==> config.mk <==
export PLATFORM = sky130hd
export DESIGN_NAME = three_wire_adc_serial_port
export DESIGN_NICKNAME = d
export VERILOG_FILES = /design/src/core/serial_port_pkg.sv /design/src/core/result_fifo_if.sv /design/src/core/result_fifo.sv /design/src/core/three_wire_adc_serial_port.sv
export SDC_FILE = /design/constraint.sdc
export NUM_CORES = 1
export LEC_CHECK = 0
export BUFFER_PORTS_ARGS = -buffer_cell sky130_fd_sc_hd__buf_2
export CAP_MARGIN = 20
export CELL_PAD_IN_SITES_DETAIL_PLACEMENT = 1
export CELL_PAD_IN_SITES_GLOBAL_PLACEMENT = 2
export CORE_MARGIN = 5
export CORE_UTILIZATION = 37
export DETAILED_ROUTE_END_ITERATION = 6
export PLACE_DENSITY = 0.69
export RECOVER_POWER = 25
export SLEW_MARGIN = 30
export SYNTH_ARGS = -nofsm -noshare
export SYNTH_HDL_FRONTEND = slang
export SYNTH_HIERARCHICAL = 1
export SYNTH_SLANG_ARGS = --single-unit
==> constraint.sdc <==
create_clock -name sys_clk -period 2.9 [get_ports sys_clk]
set_clock_uncertainty 0.2 [all_clocks]
set_input_delay 0.29 -clock sys_clk [delete_from_list [all_inputs] [get_ports sys_clk]]
set_output_delay 0.29 -clock sys_clk [all_outputs]
set_load 0.01 [all_outputs]
==> src/core/serial_port_pkg.sv <==
// Constants and types for the three-wire converter serial port.
// Assumes a single system clock; the link clock is sampled as a plain input.
package serial_port_pkg;

    localparam int RESULT_BITS  = 10;
    localparam int CTRL_BITS    = 8;
    localparam int FIFO_DEPTH   = 16;
    localparam int SYNC_STAGES  = 2;

    // Reset values
    localparam logic [7:0] CTRL_RESET   = 8'h00;
    localparam logic [9:0] RESULT_RESET = 10'h000;

    // Link phases
    typedef enum logic [1:0] {
        PH_IDLE,
        PH_READ,
        PH_WRITE,
        PH_DONE
    } phase_t;

endpackage

==> src/core/result_fifo_if.sv <==
// Handshake bundle between the result FIFO and the serial port core.
// Assumes both ends run on sys_clk.
`timescale 1ns/10ps
interface result_fifo_if #(parameter int WIDTH = 10);
    logic             valid;
    logic             ready;
    logic [WIDTH-1:0] data;

    modport source
    (
        output valid,
        output data,
        input  ready
    );
    modport sink
    (
        input  valid,
        input  data,
        output ready
    );
endinterface

==> src/core/result_fifo.sv <==
// Synchronous FIFO that buffers conversion results ahead of the serial port.
// Assumes a single clock and a synchronous active-high reset.
`timescale 1ns/10ps
module result_fifo #(
    parameter int WIDTH = 10,
    parameter int DEPTH = 16
) (
    input  wire logic             sys_clk,  // System clock
    input  wire logic             rst,      // Synchronous reset
    input  wire logic             in_valid, // Write request
    output logic                  in_ready, // Room for a word
    input  wire logic [WIDTH-1:0] in_data,  // Word to store
    result_fifo_if.source         out       // Drain side
);
    localparam int AW = $clog2(DEPTH);

    logic [WIDTH-1:0] mem [DEPTH];
    logic [AW:0]      wr_reg;
    logic [AW:0]      wr_next;
    logic [AW:0]      rd_reg;
    logic [AW:0]      rd_next;
    logic             full;
    logic             empty;
    logic             push;
    logic             pop;

    // ------------------------------------------------------------
    // Status and pointer arithmetic
    // ------------------------------------------------------------
    assign empty     = (wr_reg == rd_reg);
    assign full      = (wr_reg[AW-1:0] == rd_reg[AW-1:0]) && (wr_reg[AW] != rd_reg[AW]);
    assign in_ready  = !full;
    assign out.valid = !empty;
    assign out.data  = mem[rd_reg[AW-1:0]];
    assign push      = in_valid && !full;
    assign pop       = out.ready && !empty;

    // Next pointers
    always_comb
    begin
        wr_next = push ? wr_reg + 1'b1 : wr_reg;
        rd_next = pop ? rd_reg + 1'b1 : rd_reg;
    end

    // Pointer registers
    always_ff @(posedge sys_clk)
    begin
        if (rst)
        begin
            wr_reg <= '0;
            rd_reg <= '0;
        end
        else
        begin
            wr_reg <= wr_next;
            rd_reg <= rd_next;
        end
    end

    // Storage
    always_ff @(posedge sys_clk)
    begin
        if (push)
            mem[wr_reg[AW-1:0]] <= in_data;
    end
endmodule

==> src/core/three_wire_adc_serial_port.sv <==
// Slave serial port: ten-bit result reads and eight-bit control writes on one data pin.
// Assumes the link clock and direction line come from the host, sampled on sys_clk.
`timescale 1ns/10ps
module three_wire_adc_serial_port
    import serial_port_pkg::*;
#(
    parameter int RES_W = serial_port_pkg::RESULT_BITS,
    parameter int CTL_W = serial_port_pkg::CTRL_BITS,
    parameter int DEPTH = serial_port_pkg::FIFO_DEPTH
) (
    input  wire logic             sys_clk,       // System clock, 40 MHz
    input  wire logic             rst,           // Synchronous reset, active high
    input  wire logic             link_clk,      // Serial clock from host
    input  wire logic             dir,           // High read, low write
    input  wire logic             data_in,       // Data pin input side
    output logic                  data_out,      // Data pin output side
    output logic                  data_oe,       // Data pin drive enable
    input  wire logic             result_valid,  // New conversion result
    output logic                  result_ready,  // FIFO can accept result
    input  wire logic [RES_W-1:0] result_data,   // Conversion result word
    output logic [CTL_W-1:0]      ctrl_byte,     // Last control byte loaded
    output logic                  ctrl_strobe    // Pulse on control byte load
);
    import serial_port_pkg::*;

    // ------------------------------------------------------------
    // Pin synchronisers
    // ------------------------------------------------------------
    logic [2:0] s1_reg;
    logic [2:0] s2_reg;
    logic [2:0] s1_next;
    logic [2:0] s2_next;
    logic       clk_q_reg;
    logic       dir_q_reg;
    logic       clk_q_next;
    logic       dir_q_next;
    logic       clk_s;
    logic       dir_s;
    logic       din_s;
    logic       rise;
    logic       fall;
    logic       dir_up;
    logic       dir_down;

    // Two stages on every host pin, then edge history on clock and direction
    always_comb
    begin
        s1_next    = {data_in, dir, link_clk};
        s2_next    = s1_reg;
        clk_q_next = s2_reg[0];
        dir_q_next = s2_reg[1];
    end

    always_ff @(posedge sys_clk)
    begin
        if (rst)
        begin
            s1_reg    <= 3'h0;
            s2_reg    <= 3'h0;
            clk_q_reg <= 1'b0;
            dir_q_reg <= 1'b0;
        end
        else
        begin
            s1_reg    <= s1_next;
            s2_reg    <= s2_next;
            clk_q_reg <= clk_q_next;
            dir_q_reg <= dir_q_next;
        end
    end

    // ------------------------------------------------------------
    // Edge helpers
    // ------------------------------------------------------------
    // One-cycle flag when a synchronised line goes low to high
    function automatic logic went_high(input logic now_v, input logic was_v);
        return now_v && !was_v;
    endfunction

    // One-cycle flag when a synchronised line goes high to low
    function automatic logic went_low(input logic now_v, input logic was_v);
        return !now_v && was_v;
    endfunction

    // Edge detection on synchronised pins; host owns the clock
    assign clk_s    = s2_reg[0];
    assign dir_s    = s2_reg[1];
    assign din_s    = s2_reg[2];
    assign rise     = went_high(clk_s, clk_q_reg);
    assign fall     = went_low(clk_s, clk_q_reg);
    assign dir_up   = went_high(dir_s, dir_q_reg);
    assign dir_down = went_low(dir_s, dir_q_reg);

    // ------------------------------------------------------------
    // Result buffer
    // ------------------------------------------------------------
    result_fifo_if #(.WIDTH(RES_W)) fifo_bus ();

    result_fifo #(
        .WIDTH (RES_W),
        .DEPTH (DEPTH)
    ) u_fifo (
        .sys_clk  (sys_clk),
        .rst      (rst),
        .in_valid (result_valid),
        .in_ready (result_ready),
        .in_data  (result_data),
        .out      (fifo_bus.source)
    );

    // ------------------------------------------------------------
    // Transfer engine
    // ------------------------------------------------------------
    phase_t             phase_reg;
    phase_t             phase_next;
    logic [RES_W-1:0]   shift_reg;
    logic [RES_W-1:0]   shift_next;
    logic [RES_W-1:0]   held_reg;
    logic [RES_W-1:0]   held_next;
    logic [3:0]         cnt_reg;
    logic [3:0]         cnt_next;
    logic [CTL_W-1:0]   cin_reg;
    logic [CTL_W-1:0]   cin_next;
    logic [CTL_W-1:0]   ctrl_reg;
    logic [CTL_W-1:0]   ctrl_next;
    logic               strobe_reg;
    logic               strobe_next;
    logic               oe_reg;
    logic               oe_next;
    logic               dout_reg;
    logic               dout_next;
    logic               take;

    assign fifo_bus.ready = take;

    // Next-state logic for reads and writes
    always_comb
    begin
        phase_next  = phase_reg;
        shift_next  = shift_reg;
        held_next   = held_reg;
        cnt_next    = cnt_reg;
        cin_next    = cin_reg;
        ctrl_next   = ctrl_reg;
        strobe_next = 1'b0;
        oe_next     = oe_reg;
        dout_next   = dout_reg;
        take        = 1'b0;

        // Oldest FIFO entry becomes the output result register, except during a read
        if (fifo_bus.valid && phase_reg != PH_READ)
        begin
            take      = 1'b1;
            held_next = fifo_bus.data;
        end

        if (dir_up)
        begin
            // Only a rising direction starts a read
            phase_next = PH_READ;
            shift_next = take ? fifo_bus.data : held_reg;
            dout_next  = take ? fifo_bus.data[RES_W-1] : held_reg[RES_W-1];
            oe_next    = 1'b1;
            cnt_next   = 4'h0;
        end
        else if (dir_down)
        begin
            // Falling direction releases the pin and opens a write
            phase_next = PH_WRITE;
            oe_next    = 1'b0;
            cnt_next   = 4'h0;
            cin_next   = CTRL_RESET;
        end
        else
        begin
            unique case (phase_reg)
                PH_READ:
                begin
                    // First fall is skipped, the next nine falls shift, later falls are ignored
                    if (fall)
                    begin
                        if (cnt_reg == 4'h0)
                            cnt_next = 4'h1;
                        else if (cnt_reg < 4'(RES_W))
                        begin
                            shift_next = {shift_reg[RES_W-2:0], 1'b0};
                            dout_next  = shift_reg[RES_W-2];
                            cnt_next   = cnt_reg + 4'h1;
                        end
                    end
                end
                PH_WRITE:
                begin
                    // Eight bits on rising edges, then ignore
                    if (rise)
                    begin
                        cin_next = {cin_reg[CTL_W-2:0], din_s};
                        cnt_next = cnt_reg + 4'h1;
                        if (cnt_reg == 4'(CTL_W - 1))
                        begin
                            ctrl_next   = {cin_reg[CTL_W-2:0], din_s};
                            strobe_next = 1'b1;
                            phase_next  = PH_DONE;
                        end
                    end
                end
                PH_DONE:
                begin
                    phase_next = PH_DONE;
                end
                PH_IDLE:
                begin
                    phase_next = PH_IDLE;
                end
            endcase
        end
    end

    // State registers
    always_ff @(posedge sys_clk)
    begin
        if (rst)
        begin
            phase_reg  <= PH_IDLE;
            shift_reg  <= RESULT_RESET;
            held_reg   <= RESULT_RESET;
            cnt_reg    <= 4'h0;
            cin_reg    <= CTRL_RESET;
            ctrl_reg   <= CTRL_RESET;
            strobe_reg <= 1'b0;
            oe_reg     <= 1'b0;
            dout_reg   <= 1'b0;
        end
        else
        begin
            phase_reg  <= phase_next;
            shift_reg  <= shift_next;
            held_reg   <= held_next;
            cnt_reg    <= cnt_next;
            cin_reg    <= cin_next;
            ctrl_reg   <= ctrl_next;
            strobe_reg <= strobe_next;
            oe_reg     <= oe_next;
            dout_reg   <= dout_next;
        end
    end

    // Outputs from flip-flops
    assign data_out    = dout_reg;
    assign data_oe     = oe_reg;
    assign ctrl_byte   = ctrl_reg;
    assign ctrl_strobe = strobe_reg;
endmodule

==> impl_metrics.ini, run 1 <==
[outcome]
outcome = completed

[worst_setup_path]
cp_cell_sequence = buf_12, buf_4, mux4_1, mux4_2, and3_1, a211oi_1, o41ai_1
critical_path_class = reg -> reg
worstPathMaxFanout = 21
worst_setup_path_start_kind = flip-flop
worstReg2RegEnd = shift_reg[1]$_SDFFE_PP0P_
slowest_stage = mux4_1
cp_data_arrival_time_ns = 2.79
endpoint_kind = flip-flop
worstPathRequired_ns = 3.09
worst_path_largest_cell_delay_ns = 0.57
reg2reg_slack_ns = 0.30
reg2reg_depth = 7
crit_end = shift_reg[1]$_SDFFE_PP0P_

[finish]
ff_latch_area_sq_mm = 0.006107
nFillCells = 2363
drive_above_1_share = 0.1984
multi_input_area_sq_mm = 0.002798
fin_area_sq_mm = 0.01078
area_delta_synth_final_pct = 18.03
finalNonFillerCells = 964
antenna_cells = 0
largest_reg_flops = 160
fin_util = 0.4432
final_nets = 646

[synth]
async_flop_share = 0
synth.area.top_cells = edfxtp_1 (53%), dfxtp_1 (14%), mux4_1 (8.9%)
synth_area_per_cell_sq_um = 16.67
synth-seq-cells = 225
syn_nets = 573
post-synth-top-count-cell = edfxtp_1
synth_top_area_cell = edfxtp_1
synth-edff-count = 160
ys_top_cells_by_count = edfxtp_1 (160), dfxtp_1 (65), nor2_1 (49)
yosysSeqAreaShare = 0.6686
yosys_warnings = 6
yosys.area.top_type_share = 0.5261
syn-cell-area_sq_mm = 0.009133
syn_inst = 548
ys_types = 52
synth_flop_cell = edfxtp_1

[power]
ir_worst_vdd_uv = 535.7
p_leak_nw = 3.776
power_density_mw_per_mm2 = 757.5
totalPowerFinal_mw = 8.166

[clock_network]
clock_sinks = 225
cts_tree = done
clk-insertion-delay-late_ns = 0.53
clock_path_buffers = 3
cts_buffers = 25
htreeDepth = 1
cts_setup_buffers = 0
cts-root-buf = clkbuf_16
path_clk_slew_ns = 0.06

[routing]
drt_iter0_drc = 262
first_pass_iters = 4
wl_per_cell_microns = 21.31
drc = 0
postRouteAntennaNets = 0
dr_total_vias = 5110
vias_per_cell = 5.301
wl_microns = 20550

[sta]
setup_viol = 0
worstMarginPinSlew_ns = 0.7086
rsz0062_at_grt = false
final_period_minus_worst_setup_slack_ns = 2.601
fin_tns_setup_ns = 0
fin_hold_ws_ns = 0.2411
finalWorstSetupSlack_ns = 0.2993
fin_crit_sh = 0.8968
hold_viol = 0
clock.fmax_mhz = 384.5
relSlewSlack = 0.5276
maxSlewViolCount = 0

[floorplanning]
coreArea_sq_mm = 0.02432
die_w_microns = 167.1
initial_utilization = 0.3755
die_area_sq_mm = 0.02792
rows = 57
fp.dieH_microns = 167.1
num_io_pins = 28

[placed_design]
place_ws_ns = 0.2894
place_inst = 903
dp_hpwl_microns = 13240
gp_congestion = 0.7543
place_area_sq_mm = 0.009774
io_buffers = 27

[global_route]
grt_max_degree = 41
track_usage = 0.1475
grt_overflow = 0
grt_pass1_vias = 5421
grt_antenna_before_repair = 0
grt_pass1_wl_microns = 32340

[min_path]
hp-class = reg -> reg
hp-start = s1_reg[0]$_SDFF_PP0_

[job]
cap_violations = 0
==> layer usage <==
layer	routed length, microns	GRT usage	vias up
li1	-	-	2343
met1	8861	0.1889	2665
met2	10700	0.2652	74
met3	608	0.02192	28
met4	369	0.03486	0
met5	0	0	-
==> worst min path at each step <==
stage	depth (start not counted)	slack, ns	end
2_1_floorplan	0	0.19	u_fifo/mem[0][0]$_DFFE_PP_
3_3_place_gp	1	0.23	s2_reg[2]$_SDFF_PP0_
3_5_place_dp	1	0.24	s2_reg[0]$_SDFF_PP0_
4_1_cts	1	0.25	s2_reg[0]$_SDFF_PP0_
5_1_grt	1	0.27	s2_reg[2]$_SDFF_PP0_
6_report	1	0.24	s2_reg[0]$_SDFF_PP0_
==> area by class of cell <==
cell class / instances / area share
sequential: 225 / 0.5666
tap: 324 / 0.03761
timing repair buffer: 74 / 0.05015
inverter: 17 / 0.005920
multi-input combinational: 278 / 0.2595
clock buffer: 29 / 0.06222
clock inverter: 17 / 0.01799
==> cell usage in the layout, fill, tap and decap left out, types with 3 or more instances in the layout <==
cell	instances
mux4_1	31
nand3b_1	10
clkinvlp_4	4
clkbuf_16	25
dfxtp_1	64
buf_4	30
buf_2	19
inv_1	16
clkbuf_8	3
a21oi_1	15
and3_1	25
xnor2_1	5
ha_1	9
a22oi_1	7
nor2b_1	10
o41ai_1	10
nor2_1	49
nand3_1	4
and4_1	3
a211oi_1	10
mux2i_1	13
o311ai_0	6
edfxtp_1	160
bufinv_16	3
nand2b_1	4
clkinv_2	6
clkbuf_1	9
o21ai_0	7
nand2_1	5
mux4_2	19
mux2_2	5
dlygate4sd3_1	15
==> power by group <==
part	leakage [nW]	switching, mW	total [mW]	internal [mW]
Combinational	1.38	0.667	1.31	0.639
Sequential	1.97	0.0706	3.62	3.55
Clock	0.420	1.29	3.24	1.94
==> worst max-delay path: cells and delay by family (launching register included) <==
family,cells,cell delay [ns]
flops,1,0.36
simple gates,1,0.17
mux,2,1.03
buf+inv,2,0.39
compound gates,2,0.31
==> timing repair <==
| item | in CTS | in global routing |
|---|---|---|
| endpoints found under the setup margin | 0 | 0 |
| hold buffers | 15 | 0 |
| endpoints found under the hold margin | 169 | 0 |
| resized for setup | 0 | 0 |
==> cells by family after synthesis <==
family	count (synthesis)	synth area share
DFF	225	0.6686
and+or+nand+nor	126	0.07563
AOI/OAI and AO/OA	69	0.05617
muxes	68	0.1565
buffers and inverters	45	0.02507
adders and majority gates	9	0.01233
xor gates and xnor gates	6	0.005754
(Power assumes the default switching activity.)
==> run 2, diff against run 1 <==
Settings changed: PLACE_DENSITY 0.69 to 0.7, REMOVE_ABC_BUFFERS set to 1, SYNTH_HIERARCHICAL 1 to not set.
==> run 2 against run 1 <==
Effect of this change:
- first-iteration DRC count is 3.1% lower
- power is 1.9% lower
- utilization is 0.25 points lower
- largest power group unchanged
- highest routed layer unchanged
==> impl_metrics.ini, run 2 <==
[synth]
ys_types = 46
synth-seq-cells = 225
yosysSeqAreaShare = 0.6955
yosys.area.top_type_share = 0.5472
syn_inst = 557
synth_top_family_by_area = multiplexers
synth-simple-area-share = 0.08437
synth_flop_cell = edfxtp_1
synthMuxAreaShare = 0.1223
async_flop_share = 0
syn-cell-area_sq_mm = 0.008780
post-synth-top-count-cell = edfxtp_1
ys_top_cells_by_count = edfxtp_1 (160), dfxtp_1 (65), nor2_1 (49)
synthAdderAreaFrac = 0.01283
yosys_warnings = 0
synth_area_per_cell_sq_um = 15.76
synth.area.top_cells = edfxtp_1 (55%), dfxtp_1 (15%), mux4_2 (10%)
synth-xor-area-share = 0.01297
synth-edff-count = 160
synth_top_area_cell = edfxtp_1
synth_compound_area_frac = 0.04902

[routing]
vias_per_cell = 5.091
first_pass_iters = 4
postRouteAntennaNets = 0
wl_per_cell_microns = 19.58
drc = 0
wl_microns = 18730
drt_iter0_drc = 254
dr_total_vias = 4872

[worst_setup_path]
worstPathRequired_ns = 2.41
worst_setup_path_start_kind = flip-flop
cp_data_arrival_time_ns = 2.00
slowest_stage = dfxtp_1
worstPathMaxFanout = 11
endpoint_kind = output pin
cp_cell_sequence = xor2_1, nor4_4, nand2_1, buf_2
worst-path-buf-inv = 1
crit_family = simple AND/OR/NAND/NOR gates
worst_path_largest_cell_delay_ns = 0.54
critical_path_class = reg -> out

[global_route]
grt_overflow = 0
grt_pass1_wl_microns = 29760
grt_max_degree = 36
grt_pass1_vias = 5153
grt_antenna_before_repair = 0
track_usage = 0.1440

[job]
cap_violations = 0

[clock_network]
cts_tree = done
cts_setup_buffers = 0
htreeDepth = 1
path_clk_slew_ns = 0.06
clk-insertion-delay-late_ns = 0.52
clock_path_buffers = 3
cts_resized = 0
clock_sinks = 225
cts_buffers = 25
cts-root-buf = clkbuf_16

[floorplanning]
fp.dieH_microns = 164.0
die_area_sq_mm = 0.02691
initial_utilization = 0.3752
die_w_microns = 164.0
coreArea_sq_mm = 0.02340
num_io_pins = 28
rows = 56

[sta]
relSlewSlack = 0.4624
setup_viol = 0
fin_tns_setup_ns = 0
rsz0062_at_grt = false
worstMarginPinSlew_ns = 0.8048
final_period_minus_worst_setup_slack_ns = 2.488
clock.fmax_mhz = 401.9
finalWorstSetupSlack_ns = 0.4118
fin_crit_sh = 0.8580
fin_hold_ws_ns = 0.01185
hold_viol = 0
maxSlewViolCount = 0

[finish]
antenna_cells = 0
final_common_cell = edfxtp_1
final_nets = 645
nFillCells = 2358
layout_common_cells = edfxtp_1 (160), dfxtp_1 (64), nor2_1 (49)
area_delta_synth_final_pct = 17.49
fin_util = 0.4408
drive_above_1_share = 0.2085
finalNonFillerCells = 957
fin_area_sq_mm = 0.01031
largest_reg_flops = 160

[min_path]
hp-class = in -> reg

[placed_design]
place_area_sq_mm = 0.009378
dp_hpwl_microns = 12450
io_buffers = 27
place_inst = 899
place_ws_ns = 0.4613
gp_congestion = 0.7511

[power]
power_density_mw_per_mm2 = 776.5
p_leak_nw = 3.456
ir_worst_vdd_uv = 610.0
totalPowerFinal_mw = 8.009

[outcome]
outcome = completed
## run 2: cell count changes after synthesis, moves of 10 or more
cell and delta:
nand2_1 +30, and3_1 -24, o41ai_1 -10, mux4_1 -31, nor3_1 +19, nand3b_1 -10
mux4_2 +21
## run 2: report_power, final
group	total [mW]	switching, mW	internal, mW
Sequential	3.67	0.0953	3.57
Combinational	1.24	0.702	0.542
Clock	3.10	1.25	1.85
## run 2: final timing paths
| kind | from | end | slack (ns) | depth (start not counted) |
|---|---|---|---|---|
| max | u_fifo.wr_reg[3]$_SDFFE_PP0P_ | result_ready | 0.41 | 4 |
| min | rst | ctrl_byte[2]$_SDFFE_PP0P_ | 0.01 | 2 |
| max reg2reg | u_fifo.wr_reg[2]$_SDFFE_PP0P_ | u_fifo.mem[3][6]$_DFFE_PP_ | 0.47 | 6 |
| min reg2reg | s1_reg[0]$_SDFF_PP0_ | s2_reg[0]$_SDFF_PP0_ | 0.24 | 1 |
## run 2: area by class of cell
cell class	count	area [sq um]	share of cell area
flip-flops and latches	225	6107	0.5921
multi-input cells	291	2471	0.2396
clock buffers	25	625.6	0.06065
repair buffers	67	481.7	0.04670
well taps	319	399.1	0.03869
clock inverters	20	192.7	0.01868
inverters	10	37.54	0.003639
## run 2: cells by family after synthesis
family / Yosys count
muxes: 57
xor gates and xnor gates: 13
adders and majority gates: 9
buffers and inverters: 41
and+or+nand+nor: 151
AOI/OAI and AO/OA: 61
DFF: 225
## run 2: timing repair
item | CTS | global route
endpoints found under the setup margin | 0 | 0
hold buffers | 13 | 0
hold endpoints to repair | 163 | 0
## run 2: metal layers
layer,up-vias,GRT usage,share of wire
met5,-,0,0
met4,0,0.04117,0.024
met3,30,0.02334,0.050
met2,104,0.2424,0.50
met1,2474,0.1942,0.43
li1,2264,-,-
==> run 3, diff against run 2 <==
Settings changed: PLACE_DENSITY 0.7 to 0.78.
==> run 3 against run 2 <==
Effect of this change:
- final cell count decreased by 0.42%
- maximum frequency decreased by 4.1%
- utilization decreased by 0.11 points
- sequential share of layout area increased by 0.15 points
- die area unchanged
- routed wire length increased by 6.1%
- clock-buffer cell count increased by 3
- first-iteration DRC count increased by 16%
- power increased by 0.25%
- non-clock buffer count decreased by 1
- largest power group unchanged
- highest routed layer unchanged
==> impl_metrics.ini, run 3 (synthesis gave the netlist of run 2 again) <==
[placed_design]
dp_hpwl_microns = 13060
gp_congestion = 0.7738
place_area_sq_mm = 0.009370
io_buffers = 27

[clock_network]
cts-root-buf = clkbuf_16
clock_path_buffers = 3
cts_hold_buf = 13
htreeDepth = 1
cts_setup_buffers = 0
cts_tree = done
cts_buffers = 24
clk-insertion-delay-late_ns = 0.53
clock_sinks = 225
path_clk_slew_ns = 0.06
cts_resized = 0

[sta]
final_period_minus_worst_setup_slack_ns = 2.594
clock.fmax_mhz = 385.5
worstMarginPinSlew_ns = 0.9490
fin_crit_sh = 0.8944
relSlewSlack = 0.3673
fin_hold_ws_ns = 0.09860
rsz0062_at_grt = false
hold_viol = 0
setup_viol = 0
maxSlewViolCount = 0
fin_tns_setup_ns = 0

[power]
p_int_mw = 5.975
switchingPower_mw = 2.055
p_comb_frac = 0.155
ir_worst_vdd_uv = 534.2
swShare = 0.2559
p_leak_nw = 3.461
power_density_mw_per_mm2 = 780.4
p_clk_frac = 0.387
pwr-share-seq = 0.457

[routing]
first_pass_iters = 4
vias_per_cell = 5.176
wl_microns = 19870
drt_iter0_drc = 294
drc = 0
postRouteAntennaNets = 0
dr_total_vias = 4933
wl_per_cell_microns = 20.85

[worst_setup_path]
cp_data_arrival_time_ns = 2.79
worstPathRequired_ns = 3.10
worst_setup_path_start_kind = flip-flop
crit_path_start = u_fifo.wr_reg[3]$_SDFFE_PP0P_
worstPathMaxFanout = 11
critical_path_class = reg -> reg
endpoint_kind = flip-flop
r2r-start = u_fifo.wr_reg[3]$_SDFFE_PP0P_

[floorplanning]
rows = 56
fp.dieH_microns = 164.0
die_area_sq_mm = 0.02691
initial_utilization = 0.3752
coreArea_sq_mm = 0.02340
die_w_microns = 164.0
num_io_pins = 28

[min_path]
hp-class = in -> reg
hp-start = result_valid

[global_route]
met3_usage = 0.02484
met1_usage = 0.1936
met2_usage = 0.2725
top_usage_layer = met2
grt_max_degree = 43
grt_overflow = 0
grt_pass1_vias = 5360
track_usage = 0.1503
grt_pass1_wl_microns = 31110
grt_antenna_before_repair = 0

[job]
cap_violations = 0

[finish]
antenna_cells = 0
final_common_cell = edfxtp_1
layout_common_cells = edfxtp_1 (160), dfxtp_1 (64), nor2_1 (49)
area_delta_synth_final_pct = 17.19
largest_reg_flops = 160
final_nets = 643
drive_above_1_share = 0.2003
fin_area_sq_mm = 0.01029

[outcome]
outcome = completed
-- run 3: cell count changes in the layout (fill, tap and decap cells not counted) --
cell / previous run / this run
clkinv_8: 0 / 1
clkbuf_16: 25 / 24
buf_2: 18 / 20
clkinv_2: 3 / 2
clkinvlp_4: 5 / 1
clkinv_4: 1 / 0
inv_6: 2 / 1
buf_4: 25 / 24
clkbuf_1: 9 / 11
clkinvlp_2: 1 / 0
bufinv_16: 3 / 4
-- run 3: power by group through the flow --
stage	logic, mW	clock network [mW]	registers, mW
after floorplan	0.746	0	3.80
after global placement	1.22	0	3.73
after detailed placement	1.25	0	3.74
after CTS	1.27	3.19	3.67
after global routing	1.36	3.33	3.68
final	1.25	3.11	3.67
-- run 3: area by class of cell --
| class | count | area, sq um |
|---|---|---|
| Clock buffer | 28 | 615.6 |
| Fill cell | 2333 | 13110 |
| Sequential cell | 225 | 6107 |
| Timing Repair Buffer | 66 | 476.7 |
| Inverter | 10 | 37.54 |
| Clock inverter | 14 | 181.4 |
| Multi-Input combinational cell | 291 | 2471 |
| Tap cell | 319 | 399.1 |
-- run 3: path summary, 6_finish.rpt --
check / endpoint / slack [ns] / cells past startpoint
setup / recovery: shift_reg[5]$_SDFFE_PP0P_ / 0.31 / 6
hold / removal: u_fifo.wr_reg[0]$_SDFFE_PP0P_ / 0.1 / 4
setup reg to reg: shift_reg[5]$_SDFFE_PP0P_ / 0.31 / 6
hold reg to reg: s2_reg[0]$_SDFF_PP0_ / 0.24 / 1
-- run 3: through the flow --
| step | util | worst slack, ns | total power [mW] | instances |
|---|---|---|---|---|
| 3_3_place_gp | 0.4004 | 0.4783 | 4.950 | 898 |
| 2_1_floorplan | - | -0.5460 | 4.544 | 526 |
| 6_report | 0.4396 | 0.3061 | 8.029 | 953 |
| 5_1_grt | 0.4396 | 0.07023 | 8.374 | 953 |
| 4_1_cts | 0.4400 | 0.2850 | 8.129 | 953 |
| 3_5_place_dp | 0.4004 | 0.3422 | 4.993 | 898 |
-- run 3: worst max-delay path: stages, from the launching register on --
cell	delay (ns)
dfxtp_1	0.54
xor2_1	0.16
nor4_4	0.51
a21o_1	0.42
buf_4	0.25
nor3_1	0.07
nor4_1	0.30
-- run 3: metal layers --
| layer | up-vias | wire length (microns) |
|---|---|---|
| met1 | 2576 | 8385 |
| li1 | 2253 | - |
| met4 | 0 | 257 |
| met5 | - | 0 |
| met3 | 16 | 776 |
| met2 | 88 | 10450 |
